[config.mk]
export PLATFORM = sky130hd
export DESIGN_NAME = ccg_clock_ctrl
export DESIGN_NICKNAME = d
export VERILOG_FILES = /design/src/ccg_pkg.sv /design/src/ccg_prescaler.sv /design/src/ccg_stab_timer.sv /design/src/ccg_clock_ctrl.sv
export SDC_FILE = /design/constraint.sdc
export NUM_CORES = 1
export LEC_CHECK = 0
export BUFFER_PORTS_ARGS = -buffer_cell sky130_fd_sc_hd__buf_4
export CAP_MARGIN = 20
export CORE_MARGIN = 4
export CORE_UTILIZATION = 35
export CTS_CLUSTER_SIZE = 20
export DETAILED_ROUTE_END_ITERATION = 6
export PLACE_DENSITY_LB_ADDON = 0.2
export RECOVER_POWER = 100
export SYNTH_ARGS = -nofsm -noshare
export SYNTH_HDL_FRONTEND = slang
export SYNTH_SLANG_ARGS = --single-unit
[constraint.sdc]
create_clock -name I_CLK_SYS -period 4.8 [get_ports I_CLK_SYS]
set_input_delay 0.48 -clock I_CLK_SYS [delete_from_list [all_inputs] [get_ports I_CLK_SYS]]
set_output_delay 0.48 -clock I_CLK_SYS [all_outputs]
set_load 0.05 [all_outputs]
[src/ccg_pkg.sv]
`default_nettype none
package ccg_pkg;
    // register indices and their 12-bit decoded byte addresses (index times four)
    localparam logic [31:0] CCG_PLL_CTL_IDX = 32'hFFFFF806;
    localparam logic [31:0] CCG_PCC_IDX = 32'hFFFFF828;
    localparam logic [31:0] CCG_MODE_IDX = 32'hFFFFF830;
    localparam logic [31:0] CCG_STAT_IDX = 32'hFFFFF831;
    localparam int CCG_DEC_W = 12;
    localparam logic [11:0] CCG_PLL_CTL_ADDR = 12'(CCG_PLL_CTL_IDX << 2);
    localparam logic [11:0] CCG_PCC_ADDR = 12'(CCG_PCC_IDX << 2);
    localparam logic [11:0] CCG_MODE_ADDR = 12'(CCG_MODE_IDX << 2);
    localparam logic [11:0] CCG_STAT_ADDR = 12'(CCG_STAT_IDX << 2);

    // reset values
    localparam logic [7:0] CCG_PLL_CTL_RST = 8'h01;
    localparam logic [7:0] CCG_PCC_RST = 8'h03;

    // pll_control fields
    localparam int CCG_PLL_RUN_BIT = 0;
    localparam int CCG_PLL_SEL_BIT = 1;
    localparam int CCG_RTO_STOP_BIT = 2;

    // processor_clock_register fields
    localparam int CCG_SUB_FB_OFF_BIT = 7;
    localparam int CCG_MAIN_STOP_BIT = 6;
    localparam int CCG_MAIN_FB_OFF_BIT = 5;
    localparam int CCG_CLS_BIT = 4;
    localparam int CCG_SEL_TOP_BIT = 3;
    localparam logic [2:0] CCG_SEL_MAX = 3'h5;

    // mode register fields: command in [1:0], clock-out enable in [4]
    localparam int CCG_SYSTEM_CLOCK_OUT_PIN_EN_BIT = 4;
    localparam logic [1:0] CCG_CMD_NONE = 2'h0;
    localparam logic [1:0] CCG_CMD_HALT = 2'h1;
    localparam logic [1:0] CCG_CMD_IDLE = 2'h2;
    localparam logic [1:0] CCG_CMD_STOP = 2'h3;

    // status register fields
    localparam int CCG_ST_CLS_BIT = 4;
    localparam int CCG_ST_OST_BIT = 5;
    localparam int CCG_ST_MULT_BIT = 6;
    localparam int CCG_ST_OSC_BIT = 7;

    // timing: fx runs at a quarter of the system clock; the pll multiplies by four
    localparam int CCG_PLL_MULT = 4;
    localparam logic [1:0] CCG_FX_DIV_LAST = 2'(CCG_PLL_MULT - 1);
    localparam int CCG_PERI_W = 10;
    localparam int CCG_OST_TICKS = 8192;

    // htrans codes
    localparam logic [1:0] CCG_HTRANS_NONSEQ = 2'h2;

    // power and clock states
    typedef enum logic [2:0] {
        CCG_ST_OSTC = 3'b000,
        CCG_ST_RUN = 3'b001,
        CCG_ST_HALT = 3'b010,
        CCG_ST_IDLE = 3'b011,
        CCG_ST_STOP = 3'b100,
        CCG_ST_SIDLE = 3'b101
    } ccg_state_t;
endpackage
`default_nettype wire

[src/ccg_prescaler.sv]
`default_nettype none
module ccg_prescaler #(
    parameter int W = 10
) (
    // clock and reset
    input wire logic clk,
    input wire logic rst_n,
    // base tick and divided ticks
    input wire logic i_base,
    output logic [W:0] o_tick
);
    logic [W-1:0] cnt_r;
    logic [W-1:0] cnt_nxt;

    // free counter advanced by the base tick
    always_comb begin
        cnt_nxt = cnt_r;
        if (i_base) begin
            cnt_nxt = cnt_r + 1'b1;
        end
    end

    always_ff @(posedge clk or negedge rst_n) begin
        if (!rst_n) begin
            cnt_r <= '0;
        end else begin
            cnt_r <= cnt_nxt;
        end
    end

    // tick k fires once every 2**k base ticks
    assign o_tick[0] = i_base;
    genvar k;
    generate
        for (k = 1; k <= W; k++) begin : g_tick
            assign o_tick[k] = i_base & (&cnt_r[k-1:0]);
        end
    endgenerate
endmodule
`default_nettype wire

[src/ccg_stab_timer.sv]
`default_nettype none
module ccg_stab_timer #(
    parameter int COUNT = 8192
) (
    // clock and reset
    input wire logic clk,
    input wire logic rst_n,
    // count control
    input wire logic i_run,
    input wire logic i_tick,
    output logic o_done
);
    localparam int CW = $clog2(COUNT + 1);
    localparam logic [CW-1:0] LAST = CW'(COUNT);
    logic [CW-1:0] cnt_r;
    logic [CW-1:0] cnt_nxt;

    // counts oscillator ticks while running, cleared otherwise
    always_comb begin
        cnt_nxt = cnt_r;
        if (!i_run) begin
            cnt_nxt = '0;
        end else if (i_tick && cnt_r != LAST) begin
            cnt_nxt = cnt_r + 1'b1;
        end
    end

    always_ff @(posedge clk or negedge rst_n) begin
        if (!rst_n) begin
            cnt_r <= '0;
        end else begin
            cnt_r <= cnt_nxt;
        end
    end

    assign o_done = i_run & (cnt_r == LAST);
endmodule
`default_nettype wire

[src/ccg_clock_ctrl.sv]
`default_nettype none
module ccg_clock_ctrl import ccg_pkg::*; #(
    parameter int OST_TICKS = CCG_OST_TICKS
) (
    // clock and reset
    input wire logic I_CLK_SYS,
    input wire logic I_RST_N,
    // ahb-lite slave
    input wire logic I_HSEL,
    input wire logic [31:0] I_HADDR,
    input wire logic [1:0] I_HTRANS,
    input wire logic I_HWRITE,
    input wire logic [2:0] I_HSIZE,
    input wire logic [31:0] I_HWDATA,
    input wire logic I_HREADY,
    output logic [31:0] O_HRDATA,
    output logic O_HREADYOUT,
    output logic O_HRESP,
    // subclock tick and wake-up event
    input wire logic I_SUB_TICK,
    input wire logic I_WAKE,
    // oscillator and pll controls
    output logic O_MAIN_OSC_EN,
    output logic O_MAIN_FB_OFF,
    output logic O_SUB_FB_OFF,
    output logic O_PLL_RUN,
    output logic O_PLL_MULT,
    output logic O_RTO_STOP,
    // clock enables to consumers
    output logic O_CPU_CLK_EN,
    output logic O_SYS_CLK_EN,
    output logic [CCG_PERI_W:0] O_PERI_CLK_EN,
    // clock output pin
    output logic O_SYSTEM_CLOCK_OUT_PIN_O,
    output logic O_SYSTEM_CLOCK_OUT_PIN_OE,
    // state
    output logic [2:0] O_PWR_STATE
);
    ccg_state_t state_r, state_nxt;
    logic [2:0] pll_r, pll_nxt;
    logic [7:0] pcc_r, pcc_nxt;
    logic cls_r, cls_nxt;
    logic system_clock_out_pin_en_r, system_clock_out_pin_en_nxt;
    logic [1:0] fxdiv_r, fxdiv_nxt;
    logic osc_r, osc_nxt;
    logic cpu_r, cpu_nxt;
    logic sys_r, sys_nxt;
    logic [CCG_PERI_W:0] peri_r, peri_nxt;
    logic pin_r, pin_nxt;
    logic wr_r, wr_nxt;
    logic [CCG_DEC_W-1:0] addr_r, addr_nxt;
    logic [31:0] rdata_r, rdata_nxt;
    logic take;
    logic wr_lane0;
    logic [1:0] cmd;
    logic fx_tick;
    logic mult;
    logic fxx_base;
    logic [CCG_PERI_W:0] fxx_tick;
    logic sel_tick;
    logic ost_done;
    logic osc_want;
    logic cpu_want;
    logic sys_want;

    // address phase taken on a nonsequential transfer with the bus ready
    assign take = I_HSEL & (I_HTRANS == CCG_HTRANS_NONSEQ) & I_HREADY;
    // only byte lane 0 holds register bits
    assign wr_lane0 = wr_r & (addr_r[1:0] == 2'h0);
    assign cmd = (wr_lane0 && addr_r == CCG_MODE_ADDR) ? I_HWDATA[1:0] : CCG_CMD_NONE;

    // fx tick every fourth cycle; pll mode feeds every cycle
    // main clock ratio
    assign mult = pll_r[CCG_PLL_RUN_BIT] & pll_r[CCG_PLL_SEL_BIT];
    assign fx_tick = osc_r & (fxdiv_r == CCG_FX_DIV_LAST);
    assign fxx_base = osc_r & (mult | (fxdiv_r == CCG_FX_DIV_LAST));

    // prescaler for cpu selection and peripherals
    ccg_prescaler #(.W(CCG_PERI_W)) u_presc (
        .clk(I_CLK_SYS),
        .rst_n(I_RST_N),
        .i_base(fxx_base),
        .o_tick(fxx_tick)
    );

    // stabilization wait counted on fx even for an external clock
    ccg_stab_timer #(.COUNT(OST_TICKS)) u_ost (
        .clk(I_CLK_SYS),
        .rst_n(I_RST_N),
        .i_run(state_r == CCG_ST_OSTC),
        .i_tick(fx_tick),
        .o_done(ost_done)
    );

    // divider choice, or subclock once the cpu has moved over
    always_comb begin
        sel_tick = I_SUB_TICK;
        if (!cls_r) begin
            sel_tick = fxx_tick[pcc_r[2:0]];
        end
    end

    // power state sequencing
    always_comb begin
        state_nxt = state_r;
        unique case (state_r)
            CCG_ST_OSTC: begin
                if (ost_done) begin
                    state_nxt = CCG_ST_RUN;
                end
            end
            CCG_ST_RUN: begin
                if (cmd == CCG_CMD_HALT) begin
                    state_nxt = CCG_ST_HALT;
                end else if (cmd == CCG_CMD_IDLE) begin
                    state_nxt = cls_r ? CCG_ST_SIDLE : CCG_ST_IDLE;
                end else if (cmd == CCG_CMD_STOP) begin
                    state_nxt = CCG_ST_STOP;
                end
            end
            CCG_ST_HALT, CCG_ST_IDLE, CCG_ST_SIDLE: begin
                if (I_WAKE) begin
                    state_nxt = CCG_ST_RUN;
                end
            end
            CCG_ST_STOP: begin
                if (I_WAKE) begin
                    state_nxt = CCG_ST_OSTC;
                end
            end
            default: state_nxt = CCG_ST_OSTC;
        endcase
    end

    // which clocks the next state lets run
    always_comb begin
        // main stop honoured only while the cpu is on the subclock
        osc_want = (state_nxt != CCG_ST_STOP) & ~(cls_nxt & pcc_nxt[CCG_MAIN_STOP_BIT]);
        cpu_want = (state_nxt == CCG_ST_RUN);
        // system clock in run and halt
        sys_want = (state_nxt == CCG_ST_RUN) | (state_nxt == CCG_ST_HALT);
    end

    // register writes, subclock switch and clock enables
    always_comb begin
        pll_nxt = pll_r;
        pcc_nxt = pcc_r;
        system_clock_out_pin_en_nxt = system_clock_out_pin_en_r;
        cls_nxt = cls_r;
        fxdiv_nxt = fxdiv_r + 2'h1;
        if (wr_lane0 && addr_r == CCG_PLL_CTL_ADDR) begin
            // only bits 2..0 stored; bit 3 and the top nibble dropped
            pll_nxt = I_HWDATA[2:0];
        end
        if (wr_lane0 && addr_r == CCG_PCC_ADDR) begin
            pcc_nxt[7:5] = I_HWDATA[7:5];
            pcc_nxt[CCG_SEL_TOP_BIT] = I_HWDATA[CCG_SEL_TOP_BIT];
            // prohibited divide codes leave the old ratio
            if (I_HWDATA[2:0] <= CCG_SEL_MAX) begin
                pcc_nxt[2:0] = I_HWDATA[2:0];
            end
        end
        if (wr_lane0 && addr_r == CCG_MODE_ADDR) begin
            // pin leaves input mode only when software asks
            system_clock_out_pin_en_nxt = I_HWDATA[CCG_SYSTEM_CLOCK_OUT_PIN_EN_BIT];
        end
        // cpu source follows the top select bit at a subclock edge
        if (I_SUB_TICK) begin
            cls_nxt = pcc_r[CCG_SEL_TOP_BIT];
        end
        if (!osc_r) begin
            fxdiv_nxt = 2'h0;
        end
        osc_nxt = osc_want;
        cpu_nxt = cpu_want & sel_tick;
        sys_nxt = sys_want & sel_tick;
        // prescaler outputs need run or halt and a running oscillator
        peri_nxt = (sys_want & osc_r) ? fxx_tick : '0;
        // pin toggles on system clock ticks, returns low when stopped
        pin_nxt = pin_r;
        if (!sys_want) begin
            pin_nxt = 1'b0;
        end else if (sel_tick) begin
            pin_nxt = ~pin_r;
        end
    end

    // bus phase capture and read data from next-state values
    always_comb begin
        wr_nxt = take & I_HWRITE;
        addr_nxt = take ? I_HADDR[CCG_DEC_W-1:0] : addr_r;
        rdata_nxt = rdata_r;
        if (take && !I_HWRITE) begin
            rdata_nxt = 32'h0;
            if (I_HADDR[CCG_DEC_W-1:0] == CCG_PLL_CTL_ADDR) begin
                rdata_nxt[2:0] = pll_nxt;
            end else if (I_HADDR[CCG_DEC_W-1:0] == CCG_PCC_ADDR) begin
                rdata_nxt[7:0] = pcc_nxt;
                rdata_nxt[CCG_CLS_BIT] = cls_nxt;
            end else if (I_HADDR[CCG_DEC_W-1:0] == CCG_MODE_ADDR) begin
                rdata_nxt[CCG_SYSTEM_CLOCK_OUT_PIN_EN_BIT] = system_clock_out_pin_en_nxt;
            end else if (I_HADDR[CCG_DEC_W-1:0] == CCG_STAT_ADDR) begin
                rdata_nxt[2:0] = state_nxt;
                rdata_nxt[CCG_ST_CLS_BIT] = cls_nxt;
                rdata_nxt[CCG_ST_OST_BIT] = (state_nxt == CCG_ST_OSTC);
                rdata_nxt[CCG_ST_MULT_BIT] = pll_nxt[CCG_PLL_RUN_BIT] & pll_nxt[CCG_PLL_SEL_BIT];
                rdata_nxt[CCG_ST_OSC_BIT] = osc_want;
            end
        end
    end

    // state registers
    always_ff @(posedge I_CLK_SYS or negedge I_RST_N) begin
        if (!I_RST_N) begin
            state_r <= CCG_ST_OSTC;
            pll_r <= CCG_PLL_CTL_RST[2:0];
            pcc_r <= CCG_PCC_RST;
            cls_r <= 1'b0;
            system_clock_out_pin_en_r <= 1'b0;
            fxdiv_r <= 2'h0;
            osc_r <= 1'b0;
            cpu_r <= 1'b0;
            sys_r <= 1'b0;
            peri_r <= '0;
            pin_r <= 1'b0;
            wr_r <= 1'b0;
            addr_r <= '0;
            rdata_r <= 32'h0;
        end else begin
            state_r <= state_nxt;
            pll_r <= pll_nxt;
            pcc_r <= pcc_nxt;
            cls_r <= cls_nxt;
            system_clock_out_pin_en_r <= system_clock_out_pin_en_nxt;
            fxdiv_r <= fxdiv_nxt;
            osc_r <= osc_nxt;
            cpu_r <= cpu_nxt;
            sys_r <= sys_nxt;
            peri_r <= peri_nxt;
            pin_r <= pin_nxt;
            wr_r <= wr_nxt;
            addr_r <= addr_nxt;
            rdata_r <= rdata_nxt;
        end
    end

    // outputs
    assign O_HRDATA = rdata_r;
    assign O_HREADYOUT = 1'b1; // zero-wait slave
    assign O_HRESP = 1'b0;
    assign O_MAIN_OSC_EN = osc_r;
    assign O_MAIN_FB_OFF = pcc_r[CCG_MAIN_FB_OFF_BIT];
    assign O_SUB_FB_OFF = pcc_r[CCG_SUB_FB_OFF_BIT];
    // pll may stay on through idle; it needs the oscillator
    assign O_PLL_RUN = pll_r[CCG_PLL_RUN_BIT] & osc_r;
    assign O_PLL_MULT = mult;
    assign O_RTO_STOP = pll_r[CCG_RTO_STOP_BIT];
    assign O_CPU_CLK_EN = cpu_r;
    assign O_SYS_CLK_EN = sys_r;
    assign O_PERI_CLK_EN = peri_r;
    // high impedance until clock output is configured
    assign O_SYSTEM_CLOCK_OUT_PIN_O = pin_r & system_clock_out_pin_en_r;
    assign O_SYSTEM_CLOCK_OUT_PIN_OE = system_clock_out_pin_en_r;
    assign O_PWR_STATE = state_r;
endmodule
`default_nettype wire

==> results of run 1 <==
## routing by layer
| metal | share of wire | GRT usage | up-vias |
|---|---|---|---|
| met4 | 0.014 | 0.0305 | 0 |
| met1 | 0.45 | 0.193 | 1387 |
| met2 | 0.49 | 0.233 | 77 |
| met5 | 0 | 0 | - |
| met3 | 0.049 | 0.0411 | 13 |
| li1 | - | - | 1418 |
## cell usage after synthesis, types with 4 or more instances
| cell type | n |
|---|---|
| nand2_1 | 29 |
| dfrtp_1 | 74 |
| xnor2_1 | 12 |
| nor2_1 | 29 |
| and2_1 | 8 |
| a211oi_1 | 6 |
| nor3_1 | 4 |
| inv_1 | 16 |
| clkbuf_1 | 6 |
| mux2_2 | 20 |
| a31oi_1 | 4 |
| a21oi_1 | 9 |
| nand4_1 | 9 |
| nor2b_1 | 6 |
| buf_4 | 26 |
| nand3_1 | 8 |
| ha_1 | 7 |
| o21ai_0 | 8 |
| or3_1 | 6 |
| xor2_1 | 4 |
| o21ai_1 | 4 |
## cells by family after synthesis
| family | Yosys count | synth area share |
|---|---|---|
| simple gates | 135 | 0.206 |
| flops | 77 | 0.482 |
| compound gates | 62 | 0.113 |
| buf+inv | 49 | 0.0706 |
| mux | 24 | 0.0694 |
| xor+xnor | 16 | 0.0350 |
| fa+ha+maj | 7 | 0.0219 |
| other cells | 2 | 0.00188 |
## worst min path at each step
stage	startpoint	end	slack, ps
after floorplan	I_RST_N	O_CPU_CLK_EN$_DFF_PN0_	180
after global placement	fxdiv_r[0]$_DFF_PN0_	fxdiv_r[0]$_DFF_PN0_	420
after detailed placement	fxdiv_r[0]$_DFF_PN0_	fxdiv_r[0]$_DFF_PN0_	430
after CTS	I_RST_N	u_ost.cnt_r[5]$_DFFE_PN0P_	360
after global routing	I_HADDR[9]	addr_r[9]$_DFFE_PN0P_	380
final	I_HADDR[10]	addr_r[10]$_DFFE_PN0P_	390
## cell type report
cell class,instances,share of cell area
clock inverter,6,0.0184
sequential,77,0.412
multi-input combinational,270,0.395
inverter,16,0.0128
clock buffer,10,0.0510
tap,140,0.0374
timing repair buffer,62,0.0729
## power groups by stage
stage	clock [mW]	sequential, mW	combinational, mW
global placement	0	0.790	0.330
CTS	0.749	0.778	0.336
floorplan	0	0.822	0.210
finish	0.733	0.774	0.314
global route	0.780	0.786	0.345
detailed placement	0	0.789	0.334
## stage by stage
stage	power, mW	std cells	hold WS, ps
final	1.82	581	390
after global placement	1.12	563	422
after detailed placement	1.12	563	425
after CTS	1.86	579	356
after floorplan	1.03	396	184
after global routing	1.91	581	379
## state kept, by name, indices dropped and copies added (netlist names)
register / cells
O_PWR_STATE: 3
O_HRDATA: 8
u_presc.cnt_r: 10
fxdiv_r: 2
O_SYS_CLK_EN: 1
pcc_r: 7
O_SYSTEM_CLOCK_OUT_PIN_OE: 1
u_ost.cnt_r: 14
O_MAIN_OSC_EN: 1
addr_r: 12
O_CPU_CLK_EN: 1
O_PERI_CLK_EN: 11
wr_r: 1
cls_r: 1
pin_r: 1
pll_r: 3
## timing repair
action / in CTS / in global routing
hold endpoints to repair: 0 / 4
hold buffers: 0 / 1
setup endpoints to repair: 0 / 0
==> impl_metrics.ini, run 1 <==
[timing]
relSlewSlack = -0.189
final_max_slew_viol_count = 74
period_needed_ps = 3130
fmax_ghz = 0.320
setup-tns-final_ps = 0
worstMarginPinSlew_ps = 1780
period_share = 0.652
rsz0062_at_grt = no
hold_viol_final = 0
clock_skew_ps = 7.46
setup_viol = 0
worst_slack_ps = 1670

[routing]
ant_nets = 0
wl_um = 8970
vias = 2895
drc_errors = 0
drtIter0Drc = 135
drt-vias-per-instance = 4.98
wl_per_cell_um = 15.4
firstDrtPassIters = 4

[finish]
seqCellArea_um2 = 1930
layout_common_cells = dfrtp_1, clkbuf_1, nand2_1, nor2_1
nFillCells = 1095
syn_to_final_growth_pct = 17.0
stdcell_area_um2 = 4690
postLayoutCoreUtil = 0.425
antenna_cells = 0
nNetsFinal = 519
multi_input_area_um2 = 1850
drive_gt1_frac = 0.172
layout_commonest_cell = dfrtp_1

[global_routing]
grt_pass1_wl_um = 15000
antenna_found_initial = 0
grt_util_all_layers = 0.144
grt_pass1_vias = 2877
grt-ovfl-total = 0
grt_start_max_net_pins = 78

[worst_setup_path]
worstPathArrival_ps = 3370
path_depth = 5
crit_type = reg -> reg
worstSetupStartpointType = flop
rr_endpoint = O_PERI_CLK_EN[9]$_DFF_PN0_
endpoint_kind = flop
cp_num_buf_inv = 0
critical_path.top_delay_family = simple AND/OR/NAND/NOR gates
cp_slowest_cell = nor4b_1
endpoint = O_PERI_CLK_EN[9]$_DFF_PN0_
r2r_slack_ps = 1670
crit_path_start = addr_r[1]$_DFFE_PN0P_
cpPeakStageDelay_ps = 1040
worstPathRequired_ps = 5040
r2r-start = addr_r[1]$_DFFE_PN0P_
crit_chain = nor4b_1, nand4_4, o21ai_0, nand4_1, a21boi_0
crit_fanout = 8
reg2reg_depth = 5

[min_path]
worstHoldPathType = in -> reg
whs_path_depth = 2

[synthesis]
async_reset_ff_frac = 1.00
syn_inst = 372
synth_top_area_frac = 0.463
synth.distinct_cells = 69
synth_edf_count = 0
ys_seq_area_frac = 0.482
synth.area.top_cells = dfrtp_1, mux2_2, buf_4
synth_seq_cells = 77
ys.flop_type = dfrtp_1
syn_area_um2 = 4000
yosysWarningCount = 0
syn_avg_cell_area_um2 = 10.8
synth_area_leader_cell = dfrtp_1

[placed_design]
dp_hpwl_um = 6720
numPortBuffers = 60
dpl_cell_area_um2 = 4500
place_ws_ps = 2070
routabilityCongestion = 0.816

[die]
initial_core_util = 0.363
dieArea_um2 = 13200
dieHeight_um = 115
die_x_um = 115
rows = 38
core_area_um2 = 11000
io_pins = 134

[power_and_ir_drop]
powerDensity_nw_per_um2 = 389
pwr-share-clk = 0.403
intPower_mw = 1.29
netSwitchingFraction = 0.293
p_comb_frac = 0.172
p_seq_frac = 0.425
ir_drop_uv = 197
p_sw_uw = 533
leakagePower_nw = 2.01

[clocking]
cts-resized-gates = 0
clock_latency_ps = 330
post-cts-setup-buffers = 0
cts-htree-levels = 3
clockRootBuffer = clkbuf_16
clk_pin_slew_ps = 60
cts_buffer_depth = 2
numCtsBuffers = 9
clock_sinks = 77
cts_tree = built

[status]
status = finished with violations
violations = capacitance limit, slew limit

[job]
cap_violations = 1
Note: power is estimated with default switching activity, not from simulation.
==> inputs of run 2 (changes only) <==
--- a/config.mk
+++ b/config.mk
@@ -5,6 +5,7 @@
 export SDC_FILE = /design/constraint.sdc
 export NUM_CORES = 1
 export LEC_CHECK = 0
+export ABC_AREA = 1
 export BUFFER_PORTS_ARGS = -buffer_cell sky130_fd_sc_hd__buf_4
 export CAP_MARGIN = 20
 export CORE_MARGIN = 4
==> constraint.sdc (replaced) <==
create_clock -name I_CLK_SYS -period 2.7 [get_ports I_CLK_SYS]
set_input_delay 0.27 -clock I_CLK_SYS [delete_from_list [all_inputs] [get_ports I_CLK_SYS]]
set_output_delay 0.27 -clock I_CLK_SYS [all_outputs]
set_load 0.05 [all_outputs]
==> run 2 against run 1 <==
The run now ends clean; worst hold slack lost 230 ps; critical endpoint is now O_SYS_CLK_EN$_DFF_PN0_; via count grew 14%; critical path depth up 5; largest cell class unchanged; design area is 0.67% higher; combinational power is 65% higher; clock skew is 3.7 ps lower; sequential power up 72%; total power grew 71%.
==> impl_metrics.ini, run 2 <==
[worst_setup_path]
crit_fanout = 11
worstPathArrival_ps = 2350
r2r-start = addr_r[1]$_DFFE_PN0P_
worstSetupStartpointType = flop
crit_type = reg -> reg
worstPathRequired_ps = 2910
endpoint_kind = flop
crit_path_start = addr_r[1]$_DFFE_PN0P_

[status]
status = finished, final reports clean

[synthesis]
ys_top_cells_by_count = nand2_1, inv_1, dfrtp_1
yosysMostFrequentCell = nand2_1
synth_edf_count = 0
synth.area.top_cells = dfrtp_1, nand2_1, inv_1
syn_avg_cell_area_um2 = 7.88
ys_seq_area_frac = 0.478
syn_area_um2 = 4040
yosysWarningCount = 0
syn_inst = 513
async_reset_ff_frac = 1.00
synth_seq_cells = 77
synth_area_leader_cell = dfrtp_1
synth.distinct_cells = 38
synth_top_area_frac = 0.458
ys.flop_type = dfrtp_1

[power_and_ir_drop]
ir_drop_uv = 363
powerDensity_nw_per_um2 = 660
fin_total_pwr_mw = 3.11
leakagePower_nw = 2.45

[timing]
whs_ps = 156
rsz0062_at_grt = no
hold_viol_final = 0
fmax_ghz = 0.468
setup_viol = 0
final_max_slew_viol_count = 0
period_share = 0.792
setup-tns-final_ps = 0
worst_slack_ps = 561
period_needed_ps = 2140
relSlewSlack = 0.370
clock_skew_ps = 3.79
worstMarginPinSlew_ps = 938

[clocking]
clockRootBuffer = clkbuf_16
clock_latency_ps = 330
cts_buffer_depth = 2
clk_pin_slew_ps = 60
post-cts-setup-buffers = 0
cts-htree-levels = 3
clock_sinks = 77
numCtsBuffers = 9
cts_tree = built

[finish]
drive_gt1_frac = 0.102
nNetsFinal = 665
stdcell_count = 727
antenna_cells = 0
layout_commonest_cell = nand2_1
regMostFlops = u_ost.cnt_r
largest_register_ffs = 14
layout_common_cells = nand2_1, inv_1, dfrtp_1, nor2_1, nand3_1
nFillCells = 1161
syn_to_final_growth_pct = 16.7

[global_routing]
grt_pass1_vias = 3193
grt-ovfl-total = 0
grt_pass1_wl_um = 15600
grt_util_all_layers = 0.147
antenna_found_initial = 0
grt_start_max_net_pins = 78

[routing]
drc_errors = 0
ant_nets = 0
vias = 3310
wl_per_cell_um = 12.9
drt-vias-per-instance = 4.55
wl_um = 9390
drtIter0Drc = 125
firstDrtPassIters = 4

[placed_design]
dp.cells = 709
dp_hpwl_um = 7110
place_ws_ps = 708
routabilityCongestion = 0.841
numPortBuffers = 60

[die]
dieArea_um2 = 13300
core_area_um2 = 11100
rows = 38
initial_core_util = 0.365
io_pins = 134
dieHeight_um = 115
die_x_um = 115

[min_path]
worstHoldPathType = in -> reg
hp-start = I_HADDR[1]

[job]
cap_violations = 0
-- run 2: cells by family after synthesis --
| logic type | after synthesis | share of synthesized area |
|---|---|---|
| buffers and inverters | 107 | 0.125 |
| and+or+nand+nor | 261 | 0.286 |
| DFF | 77 | 0.478 |
| other | 2 | 0.00186 |
| xor gates and xnor gates | 6 | 0.0130 |
| adders and majority gates | 7 | 0.0217 |
| AOI/OAI and AO/OA | 53 | 0.0743 |
-- run 2: cell type report --
cell class,instances,area [um^2],area share
repair buffers,63,352,0.0745
well taps,140,175,0.0371
flip-flops and latches,77,1930,0.409
multi-input cells,353,1660,0.352
clock inverters,5,75.1,0.0159
clock buffers,11,233,0.0493
inverters,78,293,0.0621
-- run 2: worst paths after layout --
kind	end	slack [ps]	cells past startpoint
max	O_SYS_CLK_EN$_DFF_PN0_	560	10
min	addr_r[1]$_DFFE_PN0P_	160	3
max reg2reg	O_SYS_CLK_EN$_DFF_PN0_	560	10
min reg2reg	fxdiv_r[0]$_DFF_PN0_	440	1
max in group asynchronous	O_HRDATA[4]$_DFFE_PN0P_	710	3
min in group asynchronous	u_ost.cnt_r[11]$_DFFE_PN0P_	560	2
-- run 2: power by group --
group	leakage (nW)	internal, mW	total, mW	switching (mW)
registers	0.986	1.25	1.33	0.0814
clock network	0.153	0.805	1.26	0.457
logic	1.32	0.138	0.517	0.379
total	2.45	2.20	3.11	0.917
-- run 2: worst max-delay path, stage by stage (launching register included) --
cell and delay [ps]:
dfrtp_1 380, nor2_1 210, nand2_2 80, nor2_2 370, nand3_1 180, nand2_1 120
nand3_1 170, nand3_1 150, nand2_1 150, inv_1 130, nor2_1 70
-- run 2: through the flow --
stage                util  area [um^2]
floorplan               -         4130
detailed placement  0.411         4550
finish              0.426         4720
global placement    0.411         4550
global route        0.426         4720
CTS                 0.439         4860
-- run 2: per-layer routing --
metal  track usage  vias up  routed length [um]
li1              -     1706                   -
met2         0.230       75                4150
met5             0        -                   0
met3        0.0475        8                 604
met4        0.0360        0                  76
met1         0.200     1521                4550
-- run 2: timing repair --
action / CTS / global route
gates resized for setup: 0 / 0
hold buffers: 0 / 1
endpoints found under the hold margin: 0 / 16
endpoints found under the setup margin: 0 / 0
